[src/rtl/sah_pkg.sv]
// Shared constants and carrier types for the station address and parameter handler.
package sah_pkg;
    localparam int          ADDR_W              = 8;
    localparam int          DATA_W              = 8;
    localparam logic [7:0]  REG_BUF_PTR         = 8'h13;
    localparam logic [7:0]  REG_STATION         = 8'h15;
    localparam logic [7:0]  REG_LOCK            = 8'h16;
    localparam logic [7:0]  REG_RELEASE         = 8'h14;
    localparam logic [7:0]  REG_PAYLOAD_LEN     = 8'h17;
    localparam logic [7:0]  REG_STATUS          = 8'h18;
    localparam logic [7:0]  REG_PRM_FLAGS       = 8'h19;
    localparam logic [7:0]  REG_WD_FACT1        = 8'h1A;
    localparam logic [7:0]  REG_WD_FACT2        = 8'h1B;
    localparam logic [7:0]  REG_WD_CYCLES_LO    = 8'h1C;
    localparam logic [7:0]  REG_WD_CYCLES_HI    = 8'h1D;
    localparam logic [7:0]  REG_MIN_DELAY       = 8'h1E;
    localparam logic [7:0]  REG_GROUP           = 8'h1F;
    localparam logic [7:0]  REG_PRM_LEN         = 8'h20;
    localparam logic [7:0]  BUF_PTR_RESET       = 8'h00;
    localparam logic [7:0]  STATION_RESET       = 8'h7E;
    localparam logic [7:0]  LOCK_TRUE           = 8'hFF;
    localparam int          BYTE_NEW_ADDR       = 0;
    localparam int          BYTE_LOCK           = 3;
    localparam int          BYTE_WD_FACT1       = 1;
    localparam int          BYTE_WD_FACT2       = 2;
    localparam int          BYTE_MIN_DELAY      = 3;
    localparam int          BYTE_GROUP          = 6;
    localparam int          BYTE_SPEC           = 7;
    localparam int          PRM_BASE_LEN        = 7;
    localparam int          ADDR_MIN_LEN        = 4;
    localparam int          BUF_DEPTH           = 244;
    localparam int          BIT_EXT_ON          = 7;
    localparam int          BIT_FAILSAFE        = 6;
    localparam int          BIT_PUBLISHER       = 5;
    localparam int          BIT_WATCHDOG_TIME_BASE         = 2;
    localparam int          BIT_NO_STOP_CHK     = 1;
    localparam int          BIT_NO_START_CHK    = 0;
    localparam logic [7:0]  SPEC_RESET          = 8'h00;
    localparam int          WATCHDOG_TIME_BASE_SLOW_MS     = 10;
    localparam int          WATCHDOG_TIME_BASE_FAST_MS     = 1;
    localparam int          CLK_MHZ             = 250;
    localparam logic [31:0] SLOW_TICK_CYCLES    = 32'(WATCHDOG_TIME_BASE_SLOW_MS * CLK_MHZ * 1000);
    localparam logic [31:0] FAST_TICK_CYCLES    = 32'(WATCHDOG_TIME_BASE_FAST_MS * CLK_MHZ * 1000);

    typedef struct packed {
        logic              wr;
        logic              rd;
        logic [ADDR_W-1:0] addr;
        logic [DATA_W-1:0] wdata;
    } sah_bus_type;

    typedef struct packed {
        logic       valid;
        logic       sop;
        logic       eop;
        logic       err;
        logic       is_addr;
        logic [7:0] data;
    } sah_rx_type;

    typedef struct packed {
        logic ext_on;
        logic failsafe;
        logic publisher;
        logic watchdog_time_base_fast;
        logic no_stop_chk;
        logic no_start_chk;
    } sah_cfg_type;
endpackage

[src/rtl/sah_handler.sv]
// Station address service and parameter telegram evaluation with register port.
// Functional notes
// - Zero buffer pointer disables address service
// - Store payload, swap buffers, record length
// - Raise event, adopt address and lock
// - Release read at 14h rearms service
// - Release read returns all zeros
// - Bad address telegrams dropped silently
// - Address buffer byte layout fixed
// - Evaluate seven or eight parameter bytes
// - Parameter telegram byte layout fixed
// - Spec bit 7 enables extensions
// - Spec bit 6 enables failsafe
// - Spec bit 5 enables publisher
// - Spec bit 2 selects 1/10 ms base
// - Spec bit 1 disables stop check
// - Spec bit 0 disables start check
// - Monitoring time is base times factors
module sah_handler (
    input  wire logic                 mclk_i,
    input  wire logic                 srst_i,
    input  wire sah_pkg::sah_bus_type bus_i,
    output logic [7:0]                rdata_o,
    input  wire sah_pkg::sah_rx_type  rx_i,
    output logic                      new_address_event_o,
    output sah_pkg::sah_cfg_type      cfg_o,
    output logic [39:0]               wd_time_cycles_o,
    output logic [7:0]                station_number_o
);
    import sah_pkg::*;

    // Two physical pages; the one in use by the receiver is the auxiliary one.
    logic [7:0]  mem [2][BUF_DEPTH];
    logic        aux_sel;
    logic [7:0]  address_buffer_pointer;
    logic [7:0]  station_number_cell;
    logic [7:0]  lock_flag;
    logic [7:0]  address_payload_length;
    logic [7:0]  prm_len;
    logic        buf_busy;
    logic        new_address_event;
    logic [7:0]  wd_f1;
    logic [7:0]  wd_f2;
    logic [7:0]  min_delay;
    logic [7:0]  group_id;
    logic [7:0]  spec;
    logic [7:0]  cnt;
    logic        ovf;
    logic [7:0]  p1;
    logic [7:0]  p2;
    logic [7:0]  p3;
    logic [7:0]  p6;
    logic [7:0]  p7;
    logic [7:0]  rdata;

    logic [7:0]  next_address_buffer_pointer;
    logic [7:0]  next_station_number_cell;
    logic [7:0]  next_lock_flag;
    logic [7:0]  next_address_payload_length;
    logic [7:0]  next_prm_len;
    logic        next_buf_busy;
    logic        next_aux_sel;
    logic        next_new_address_event;
    logic [7:0]  next_wd_f1;
    logic [7:0]  next_wd_f2;
    logic [7:0]  next_min_delay;
    logic [7:0]  next_group_id;
    logic [7:0]  next_spec;
    logic [7:0]  next_cnt;
    logic        next_ovf;
    logic [7:0]  next_p1;
    logic [7:0]  next_p2;
    logic [7:0]  next_p3;
    logic [7:0]  next_p6;
    logic [7:0]  next_p7;
    logic [7:0]  next_rdata;

    logic        addr_enabled;
    logic        accept_addr;
    logic        release_rd;
    logic        frame_ok;
    logic [7:0]  byte_idx;
    logic        frame_over;

    assign addr_enabled = (address_buffer_pointer != BUF_PTR_RESET);
    // Address telegrams are taken only while the service is on and the buffer is free.
    assign accept_addr  = rx_i.is_addr && addr_enabled && !buf_busy;
    assign release_rd   = bus_i.rd && (bus_i.addr == REG_RELEASE);
    // Short or erroneous frames are simply dropped; no host action is needed.
    assign frame_ok     = rx_i.valid && rx_i.eop && !rx_i.err && !frame_over;
    // A start byte always lands at index zero, whatever the counter kept from the last frame.
    assign byte_idx     = rx_i.sop ? 8'h00 : cnt;
    assign frame_over   = (ovf && !rx_i.sop) || (byte_idx >= 8'(BUF_DEPTH));

    // Payload bytes land in the auxiliary page; overflow poisons the frame.
    always_ff @(posedge mclk_i)
    begin
        if (rx_i.valid && !frame_over && (!rx_i.is_addr || accept_addr))
        begin
            mem[aux_sel][byte_idx] <= rx_i.data;
        end
    end

    always_comb
    begin
        next_cnt = cnt;
        next_ovf = ovf;
        next_p1  = p1;
        next_p2  = p2;
        next_p3  = p3;
        next_p6  = p6;
        next_p7  = p7;
        if (rx_i.valid)
        begin
            if (rx_i.sop)
            begin
                next_cnt = 8'h00;
                next_ovf = 1'b0;
            end
            if (next_cnt >= 8'(BUF_DEPTH))
            begin
                next_ovf = 1'b1;
            end
            // Parameter header bytes are captured on the fly.
            if (!rx_i.is_addr)
            begin
                case (next_cnt)
                    8'(BYTE_WD_FACT1):  next_p1 = rx_i.data;
                    8'(BYTE_WD_FACT2):  next_p2 = rx_i.data;
                    8'(BYTE_MIN_DELAY): next_p3 = rx_i.data;
                    8'(BYTE_GROUP):     next_p6 = rx_i.data;
                    8'(BYTE_SPEC):      next_p7 = rx_i.data;
                    default:            next_p1 = next_p1;
                endcase
            end
            next_cnt = next_cnt + 8'h01;
            if (rx_i.eop)
            begin
                next_ovf = 1'b0;
            end
        end
    end

    always_comb
    begin
        next_address_buffer_pointer = address_buffer_pointer;
        next_station_number_cell    = station_number_cell;
        next_lock_flag              = lock_flag;
        next_address_payload_length = address_payload_length;
        next_prm_len                = prm_len;
        next_buf_busy               = buf_busy;
        next_aux_sel                = aux_sel;
        next_new_address_event      = 1'b0;
        next_wd_f1                  = wd_f1;
        next_wd_f2                  = wd_f2;
        next_min_delay              = min_delay;
        next_group_id               = group_id;
        next_spec                   = spec;
        if (release_rd)
        begin
            next_buf_busy = 1'b0;
        end
        if (bus_i.wr)
        begin
            case (bus_i.addr)
                REG_BUF_PTR: next_address_buffer_pointer = bus_i.wdata;
                REG_STATION: next_station_number_cell    = bus_i.wdata;
                REG_LOCK:    next_lock_flag              = bus_i.wdata;
                default:     next_lock_flag              = next_lock_flag;
            endcase
        end
        if (frame_ok && rx_i.is_addr && accept_addr && (next_cnt >= 8'(ADDR_MIN_LEN)))
        begin
            next_aux_sel                = !aux_sel;
            next_address_payload_length = next_cnt;
            next_buf_busy               = 1'b1;
            next_new_address_event      = 1'b1;
            next_station_number_cell    = mem[aux_sel][BYTE_NEW_ADDR];
            next_lock_flag              = (next_cnt == 8'(ADDR_MIN_LEN)) ?
                                          rx_i.data : mem[aux_sel][BYTE_LOCK];
            if (next_cnt == 8'h01)
            begin
                next_station_number_cell = rx_i.data;
            end
        end
        if (frame_ok && !rx_i.is_addr && (next_cnt >= 8'(PRM_BASE_LEN)))
        begin
            next_prm_len   = next_cnt;
            next_wd_f1     = next_p1;
            next_wd_f2     = next_p2;
            next_min_delay = next_p3;
            next_group_id  = next_p6;
            // The chip byte is only looked at when an eighth byte exists.
            next_spec      = (next_cnt > 8'(PRM_BASE_LEN)) ? next_p7 : SPEC_RESET;
        end
    end

    always_comb
    begin
        next_rdata = 8'h00;
        if (bus_i.rd)
        begin
            case (bus_i.addr)
                REG_BUF_PTR:      next_rdata = address_buffer_pointer;
                REG_STATION:      next_rdata = station_number_cell;
                REG_LOCK:         next_rdata = lock_flag;
                REG_RELEASE:      next_rdata = 8'h00;
                REG_PAYLOAD_LEN:  next_rdata = address_payload_length;
                REG_STATUS:       next_rdata = {6'h00, buf_busy, addr_enabled};
                REG_PRM_FLAGS:    next_rdata = spec;
                REG_WD_FACT1:     next_rdata = wd_f1;
                REG_WD_FACT2:     next_rdata = wd_f2;
                REG_WD_CYCLES_LO: next_rdata = wd_time_cycles_o[7:0];
                REG_WD_CYCLES_HI: next_rdata = wd_time_cycles_o[15:8];
                REG_MIN_DELAY:    next_rdata = min_delay;
                REG_GROUP:        next_rdata = group_id;
                REG_PRM_LEN:      next_rdata = prm_len;
                default:          next_rdata = 8'h00;
            endcase
        end
    end

    always_ff @(posedge mclk_i)
    begin
        if (srst_i)
        begin
            address_buffer_pointer <= BUF_PTR_RESET;
            station_number_cell    <= STATION_RESET;
            lock_flag              <= 8'h00;
            address_payload_length <= 8'h00;
            prm_len                <= 8'h00;
            buf_busy               <= 1'b0;
            aux_sel                <= 1'b0;
            new_address_event      <= 1'b0;
            wd_f1                  <= 8'h00;
            wd_f2                  <= 8'h00;
            min_delay              <= 8'h00;
            group_id               <= 8'h00;
            spec                   <= SPEC_RESET;
            cnt                    <= 8'h00;
            ovf                    <= 1'b0;
            p1                     <= 8'h00;
            p2                     <= 8'h00;
            p3                     <= 8'h00;
            p6                     <= 8'h00;
            p7                     <= 8'h00;
            rdata                  <= 8'h00;
        end
        else
        begin
            address_buffer_pointer <= next_address_buffer_pointer;
            station_number_cell    <= next_station_number_cell;
            lock_flag              <= next_lock_flag;
            address_payload_length <= next_address_payload_length;
            prm_len                <= next_prm_len;
            buf_busy               <= next_buf_busy;
            aux_sel                <= next_aux_sel;
            new_address_event      <= next_new_address_event;
            wd_f1                  <= next_wd_f1;
            wd_f2                  <= next_wd_f2;
            min_delay              <= next_min_delay;
            group_id               <= next_group_id;
            spec                   <= next_spec;
            cnt                    <= next_cnt;
            ovf                    <= next_ovf;
            p1                     <= next_p1;
            p2                     <= next_p2;
            p3                     <= next_p3;
            p6                     <= next_p6;
            p7                     <= next_p7;
            rdata                  <= next_rdata;
        end
    end

    assign rdata_o             = rdata;
    assign new_address_event_o = new_address_event;
    assign station_number_o    = station_number_cell;
    assign cfg_o.ext_on        = spec[BIT_EXT_ON];
    assign cfg_o.failsafe      = spec[BIT_FAILSAFE];
    assign cfg_o.publisher     = spec[BIT_PUBLISHER];
    assign cfg_o.watchdog_time_base_fast  = spec[BIT_WATCHDOG_TIME_BASE];
    assign cfg_o.no_stop_chk   = spec[BIT_NO_STOP_CHK];
    assign cfg_o.no_start_chk  = spec[BIT_NO_START_CHK];
    // The worst case, 255*255 slow ticks, is about 1.6e11 cycles, so 32 bits are not enough.
    assign wd_time_cycles_o    = 40'(wd_f1) * 40'(wd_f2) *
                                 40'(spec[BIT_WATCHDOG_TIME_BASE] ? FAST_TICK_CYCLES : SLOW_TICK_CYCLES);

    chk_release_zero: assert property (@(posedge mclk_i) disable iff (srst_i)
        release_rd |=> (rdata_o == 8'h00)) else $error("release read not zero");
    chk_disabled_idle: assert property (@(posedge mclk_i) disable iff (srst_i)
        !addr_enabled |=> !new_address_event_o) else $error("event while disabled");
    chk_busy_blocks: assert property (@(posedge mclk_i) disable iff (srst_i)
        (buf_busy && !release_rd) |=> !new_address_event_o) else $error("event while busy");
    chk_event_sets_busy: assert property (@(posedge mclk_i) disable iff (srst_i)
        new_address_event_o |-> buf_busy) else $error("event without busy");
    chk_release_frees: assert property (@(posedge mclk_i) disable iff (srst_i)
        (release_rd && !(frame_ok && accept_addr)) |=> !buf_busy) else $error("release ignored");
    chk_swap_page: assert property (@(posedge mclk_i) disable iff (srst_i)
        new_address_event_o |-> (aux_sel != $past(aux_sel))) else $error("no buffer swap");
    chk_base_select: assert property (@(posedge mclk_i) disable iff (srst_i)
        (wd_f1 == 8'h01 && wd_f2 == 8'h01 && cfg_o.watchdog_time_base_fast) |->
        (wd_time_cycles_o == 40'(FAST_TICK_CYCLES))) else $error("wrong time base");
    chk_short_prm: assert property (@(posedge mclk_i) disable iff (srst_i)
        (frame_ok && !rx_i.is_addr && next_cnt == 8'(PRM_BASE_LEN)) |=> (spec == SPEC_RESET))
        else $error("chip byte taken from short frame");
endmodule

[config.mk]
export PLATFORM = sky130hd
export DESIGN_NAME = sah_handler
export DESIGN_NICKNAME = d
export VERILOG_FILES = /design/src/rtl/sah_pkg.sv /design/src/rtl/sah_handler.sv
export SDC_FILE = /design/constraint.sdc
export NUM_CORES = 1
export LEC_CHECK = 0
export ABC_CLOCK_PERIOD_IN_PS = 27700
export BUFFER_PORTS_ARGS = -buffer_cell sky130_fd_sc_hd__buf_2
export CAP_MARGIN = 20
export CORE_MARGIN = 2
export CORE_UTILIZATION = 35
export DETAILED_ROUTE_END_ITERATION = 8
export SYNTH_ARGS = -nofsm -noshare
export SYNTH_HDL_FRONTEND = slang
export SYNTH_SLANG_ARGS = --single-unit
[constraint.sdc]
create_clock -name mclk_i -period 27.7 [get_ports mclk_i]
set_input_delay 5.54 -clock mclk_i [delete_from_list [all_inputs] [get_ports mclk_i]]
set_output_delay 5.54 -clock mclk_i [all_outputs]
set_load 0.01 [all_outputs]
==> results of run 1 <==
[sequential cells by signal, indices dropped and copies added (netlist names), 8 cells and up, named ones only]
signal / count
p6: 8
address_buffer_pointer: 8
lock_flag: 8
spec: 8
prm_len: 8
rdata_o: 8
address_payload_length: 8
min_delay: 8
p1: 8
p7: 8
mem: 32
station_number_o: 8
p2: 8
p3: 8
group_id: 8
wd_f2: 8
wd_f1: 8
cnt: 8
[per-layer routing]
layer | routed length (µm) | vias up
met5 | 8 | -
met4 | 1010 | 2
met3 | 2350 | 55
met2 | 20600 | 351
met1 | 19400 | 6197
li1 | - | 6002
[path summary, 6_finish.rpt]
| path | start | end | slack, ns | cells past startpoint |
|---|---|---|---|---|
| worst min register to register | group_id[6] | group_id[6] | 0.47 | 2 |
| worst min-delay path | group_id[6] | group_id[6] | 0.47 | 2 |
| worst max register to register | wd_f2[3] | rdata_o[7] | 18.97 | 27 |
| worst max-delay path | wd_f1[4] | wd_time_cycles_o[35] | 11.33 | 36 |
[layout by cell type (no fill, tap or decap), types with 46 or more instances in the layout]
| cell type | n |
|---|---|
| inv_1 | 287 |
| nor2_1 | 178 |
| ha_1 | 174 |
| fa_1 | 169 |
| dfxtp_1 | 141 |
| nand2_1 | 95 |
| buf_2 | 88 |
| mux2i_1 | 81 |
| and2_1 | 63 |
| a21oi_1 | 60 |
| o21ai_0 | 46 |
[stage by stage]
step	hold slack [ns]	power (µW)
6_report	0.473	522
5_1_grt	0.488	540
4_1_cts	0.466	525
3_5_place_dp	0.455	300
3_3_place_gp	0.455	300
2_1_floorplan	0.439	286
[power by group through the flow]
stage                     sequential, µW  combinational, µW  clock [µW]
final                                257               37.5         227
after global routing                 257               41.4         241
after CTS                            257               37.4         230
after detailed placement             263               37.1           0
after global placement               263               36.6           0
after floorplan                      263               23.2           0
[worst reg2reg max path, delay by kind of cell, from the launching register on]
kind	cells	cell delay [ns]
DFF	1	0.42
xor gates and xnor gates	1	0.37
buffers and inverters	6	0.35
AOI/OAI and AO/OA	5	1.61
and+or+nand+nor	3	0.87
adders and majority gates	12	5.03
[final cells by class]
cell class,instances,area [µm²]
fill,4684,28500
multi-input combinational,1260,11300
sequential,173,3780
inverter,288,1080
tap,607,759
timing repair buffer,96,500
clock buffer,17,425
clock inverter,15,128
[cells in the mapped netlist (7+ instances only)]
master	instances
nand4_1	9
nor2b_1	18
buf_2	11
and2_1	63
inv_1	287
xor2_1	14
a22o_1	9
nand2_1	95
ha_1	174
o21a_1	10
nor3b_1	7
nand2b_1	17
o22ai_1	7
buf_4	14
a211o_1	10
nand3_1	24
a21o_1	27
nor2_1	178
nor3_1	10
a31oi_1	8
fa_1	169
xnor2_1	29
o21ai_0	46
a221oi_1	8
dfxtp_1	141
or3_1	9
mux2_2	20
mux2i_1	81
a211oi_1	40
a21oi_1	61
clkbuf_1	54
edfxtp_1	32
[cells by family (layout without fill, tap and decap cells)]
group,count (synthesis),in the layout,synth area share (%)
AND/OR/NAND/NOR,464,464,13.6
buffers and inverters,372,416,8.90
adder cells (fa/ha/maj),343,343,33.8
other,2,21,0.0456
XOR/XNOR,43,43,2.29
AO/OA/AOI/OAI,287,287,12.0
flip-flops,173,173,23.0
multiplexers,102,102,6.43
==> results.yml, run 1 <==
pwr:
  pwr-share-clk_pct: 43.5
  switching_power_uw: 136
  power_leakage_uw: 0.00887
  peakVddDrop_v: 0.0000421
  combPwrFrac_pct: 7.2
  power_density_mw_per_mm2: 29.0
  swShare_pct: 26.0
  pwr-share-seq_pct: 49.3
  internal-power_uw: 386
synthesis:
  synth_top_area_cell: "fa_1"
  synth_top_area_share_pct: 20.6
  synth_area_mm2: 0.0165
  ys_async_sr_fraction_pct: 0
  ys_seq_area_share_pct: 23.0
  avgSynthCellArea_um2: 9.21
  ys_top_cells_by_area: "fa_1, dfxtp_1, ha_1, inv_1, edfxtp_1"
  ys_warn_count: 0
  synth_ff_type: "dfxtp_1"
  syn_inst: 1786
  ys_ff_latch: 173
  synth_cell_types: 77
  synth_enable_flop_cells: 32
sta:
  slew_viol_final: 0
  tns_ns: 0
  relSlewSlack_pct: 25.6
  worstMarginPinSlew_ns: 1.12
  timing.fmax_mhz: 61.1
  post-route-period-util_pct: 59.1
  fin_skew_ns: 0.0124
  period_needed_ns: 16.37
  rsz0062_at_grt: "false"
  finalHoldViolCount: 0
  finalWorstSetupSlack_ns: 11.33
  setup_violations: 0
place:
  dpl.hpwl_um: 34900
  dp_slack_ns: 11.80
  dpl.cell_count: 2424
  place_area_mm2: 0.0174
  gp_congestion: 0.908
  port_buffers: 89
floorplan:
  die_w_um: 221
  fp.dieArea_mm2: 0.0488
  die_y_um: 221
  core_area_mm2: 0.0465
  start_util_pct: 35.4
  rows: 79
  ios: 96
cells_and_area:
  final_area_mm2: 0.0180
  syn_to_final_growth_pct: 9.24
  fin_cells: 2456
  diodes: 0
  nets: 2212
  final_core_util_pct: 38.7
  drive_gt1_share_pct: 8.92
worst_setup_path:
  crit_path_start_kind: "flop"
  critical_path.max_fanout: 10
  critPathKind: "flop to output port"
  crit_family: "adder cells"
  critPathRequiredTime_ns: 22.16
  crit_buf_inv: 10
  end_kind: "output port"
  cpPeakStageDelay_ns: 0.54
  critical-path-slowest-cell: "fa_1"
  cp.arrival_ns: 10.83
flow_run:
  drv_cap: 0
clock_network:
  cts_buffers: 17
  post_cts_resized: 0
  clk_pin_slew_worst_paths_ns: 0.06
  postCtsSetupBuffers: 0
  cts.path.max_buffers: 2
  htreeDepth: 4
  clk_latency_ns: 0.44
  clock-sinks: 173
  cts_tree: "done"
  root_buffer: "clkbuf_16"
  holdBufCountCts: 0
global_route:
  use_met1_pct: 23.9
  grt_use_met3_pct: 2.62
  grt_busiest_layer: "met2"
  met2_usage_pct: 29.6
  grt_max_degree: 108
  grt_remaining_overflow: 0
  grt_pass1_wl_um: 69300
  antenna_found_initial: 1
  grt_pass1_vias: 12800
  track_usage_pct: 17.7
min_path:
  hold_path.class: "flop to flop"
routing:
  via_per_inst: 5.13
  ant_nets: 0
  wl_per_cell_um: 17.6
  drtIter0Drc: 869
  firstDrtPassIters: 8
  drc: 0
  vias: 12600
  finalWirelength_um: 43300
outcome:
  status: "completed"
(Power assumes the default switching activity.)
==> run 2: changes to the inputs <==
--- a/config.mk
+++ b/config.mk
@@ -5,7 +5,7 @@
 export SDC_FILE = /design/constraint.sdc
 export NUM_CORES = 1
 export LEC_CHECK = 0
-export ABC_CLOCK_PERIOD_IN_PS = 27700
+export ABC_CLOCK_PERIOD_IN_PS = 13950
 export BUFFER_PORTS_ARGS = -buffer_cell sky130_fd_sc_hd__buf_2
 export CAP_MARGIN = 20
 export CORE_MARGIN = 2
==> constraint.sdc (replaced) <==
create_clock -name mclk_i -period 13.95 [get_ports mclk_i]
set_input_delay 2.79 -clock mclk_i [delete_from_list [all_inputs] [get_ports mclk_i]]
set_output_delay 2.79 -clock mclk_i [all_outputs]
set_load 0.01 [all_outputs]
==> results.yml, run 2 (same netlist as run 1, synthesis figures left out) <==
global_route:
  grt_pass1_wl_um: 69600
  grt_remaining_overflow: 0
  antenna_found_initial: 1
  track_usage_pct: 17.9
  grt_pass1_vias: 12800
  grt_max_degree: 108
cells_and_area:
  largest_reg_flops: 32
  syn_to_final_growth_pct: 9.90
  drive_gt1_share_pct: 9.22
  final_common_cell: "inv_1"
  final_core_util_pct: 38.9
  diodes: 0
  layout_common_cells: "inv_1, nor2_1, ha_1, fa_1, dfxtp_1"
  nets: 2217
  regMostFlops: "mem"
routing:
  finalWirelength_um: 44100
  drtIter0Drc: 1129
  drc: 0
  wl_per_cell_um: 17.9
  via_per_inst: 5.13
  firstDrtPassIters: 5
  ant_nets: 0
  vias: 12600
floorplan:
  die_w_um: 221
  start_util_pct: 35.4
  core_area_mm2: 0.0465
  ios: 96
  rows: 79
  fp.dieArea_mm2: 0.0488
  die_y_um: 221
place:
  gp_congestion: 0.917
  port_buffers: 89
  dpl.hpwl_um: 35400
min_path:
  holdPathStages: 2
  hold_path.class: "flop to flop"
sta:
  timing.fmax_mhz: 74.6
  slew_viol_final: 0
  tns_ns: 0
  period_needed_ns: 13.40
  rsz0062_at_grt: "false"
  worstMarginPinSlew_ns: 0.895
  fin_skew_ns: 0.00859
  relSlewSlack_pct: 40.3
  finalHoldViolCount: 0
  post-route-period-util_pct: 96.0
  setup_violations: 0
worst_setup_path:
  rr_worst_depth: 27
  critPathKind: "flop to output port"
  cpPeakStageDelay_ns: 0.55
  cp.arrival_ns: 10.61
  critical-path-slowest-cell: "fa_1"
  critical_path.max_fanout: 10
  critPathRequiredTime_ns: 11.16
  end_kind: "output port"
  cpMostUsedCell: "fa_1"
  crit_path_start_kind: "flop"
pwr:
  power_density_mw_per_mm2: 59.1
  power_leakage_uw: 0.00893
  peakVddDrop_v: 0.0000839
outcome:
  status: "completed"
clock_network:
  cts_tree: "done"
  clock-sinks: 173
  clk_latency_ns: 0.44
  root_buffer: "clkbuf_16"
  htreeDepth: 4
  clk_pin_slew_worst_paths_ns: 0.07
  cts_buffers: 17
  cts.path.max_buffers: 2
flow_run:
  drv_cap: 0
-- run 2: cell count changes in the layout (fill, tap and decap cells not counted) --
cell	before	now
clkbuf_8	0	1
o21ai_0	46	45
clkinv_8	0	1
clkinv_2	2	0
buf_4	8	12
inv_6	5	6
buf_16	0	1
clkinvlp_4	3	0
o21ai_2	0	1
bufinv_16	0	1
inv_8	3	4
-- run 2: what timing repair did --
item | CTS | global route
setup buffers | 0 | 2
resized for setup | 0 | 2
endpoints found under the setup margin | 0 | 10
hold buffers | 0 | 0
-- run 2: final timing paths --
kind                          end  slack, ns   startpoint
max          wd_time_cycles_o[35]       0.55     wd_f1[3]
max reg2reg            rdata_o[7]       5.20     wd_f2[3]
min reg2reg           group_id[6]       0.47  group_id[6]
min                   group_id[6]       0.47  group_id[6]
-- run 2: critical path: cells and delay by family (launching register included) --
family / cells / cell delay (ns)
buffers and inverters: 6 / 0.52
adder cells (fa/ha/maj): 12 / 5.83
AO/OA/AOI/OAI: 8 / 2.19
AND/OR/NAND/NOR: 5 / 1.07
flip-flops: 1 / 0.54
-- run 2: metrics by stage --
stage / power (µW) / cells / instance area (µm²) / hold WS (ns) / setup slack (ns)
3_5_place_dp: 597 / 2426 / 17400 / 0.459 / 0.753
6_report: 1070 / 2461 / 18100 / 0.471 / 0.553
3_3_place_gp: 595 / 2426 / 17400 / 0.456 / 0.954
5_1_grt: 1100 / 2461 / 18100 / 0.493 / 0.0122
2_1_floorplan: 568 / 1805 / 16500 / 0.439 / 1.53
4_1_cts: 1070 / 2458 / 18000 / 0.471 / 0.273
-- run 2: layout make-up --
type | count | area (µm²)
Multi-Input combinational cell | 1260 | 11300
Clock buffer | 18 | 439
Tap cell | 607 | 759
Clock inverter | 14 | 161
Sequential cell | 173 | 3780
Fill cell | 4671 | 28400
Timing Repair Buffer | 101 | 558
Inverter | 288 | 1080
-- run 2: where the power goes --
part	switching [µW]	internal (µW)	leakage, µW
Clock	221	261	0.000297
Sequential	1.05	510	0.00143
Combinational	52.1	23.3	0.00721
Total	275	795	0.00893
-- run 2: layer usage --
metal | GRT usage [%] | up-vias | share of wire [%]
li1 | - | 6025 | -
met3 | 2.99 | 71 | 5.5
met5 | 0 | - | 0.018
met4 | 5.43 | 2 | 2.6
met2 | 29.9 | 378 | 48
met1 | 23.8 | 6160 | 44
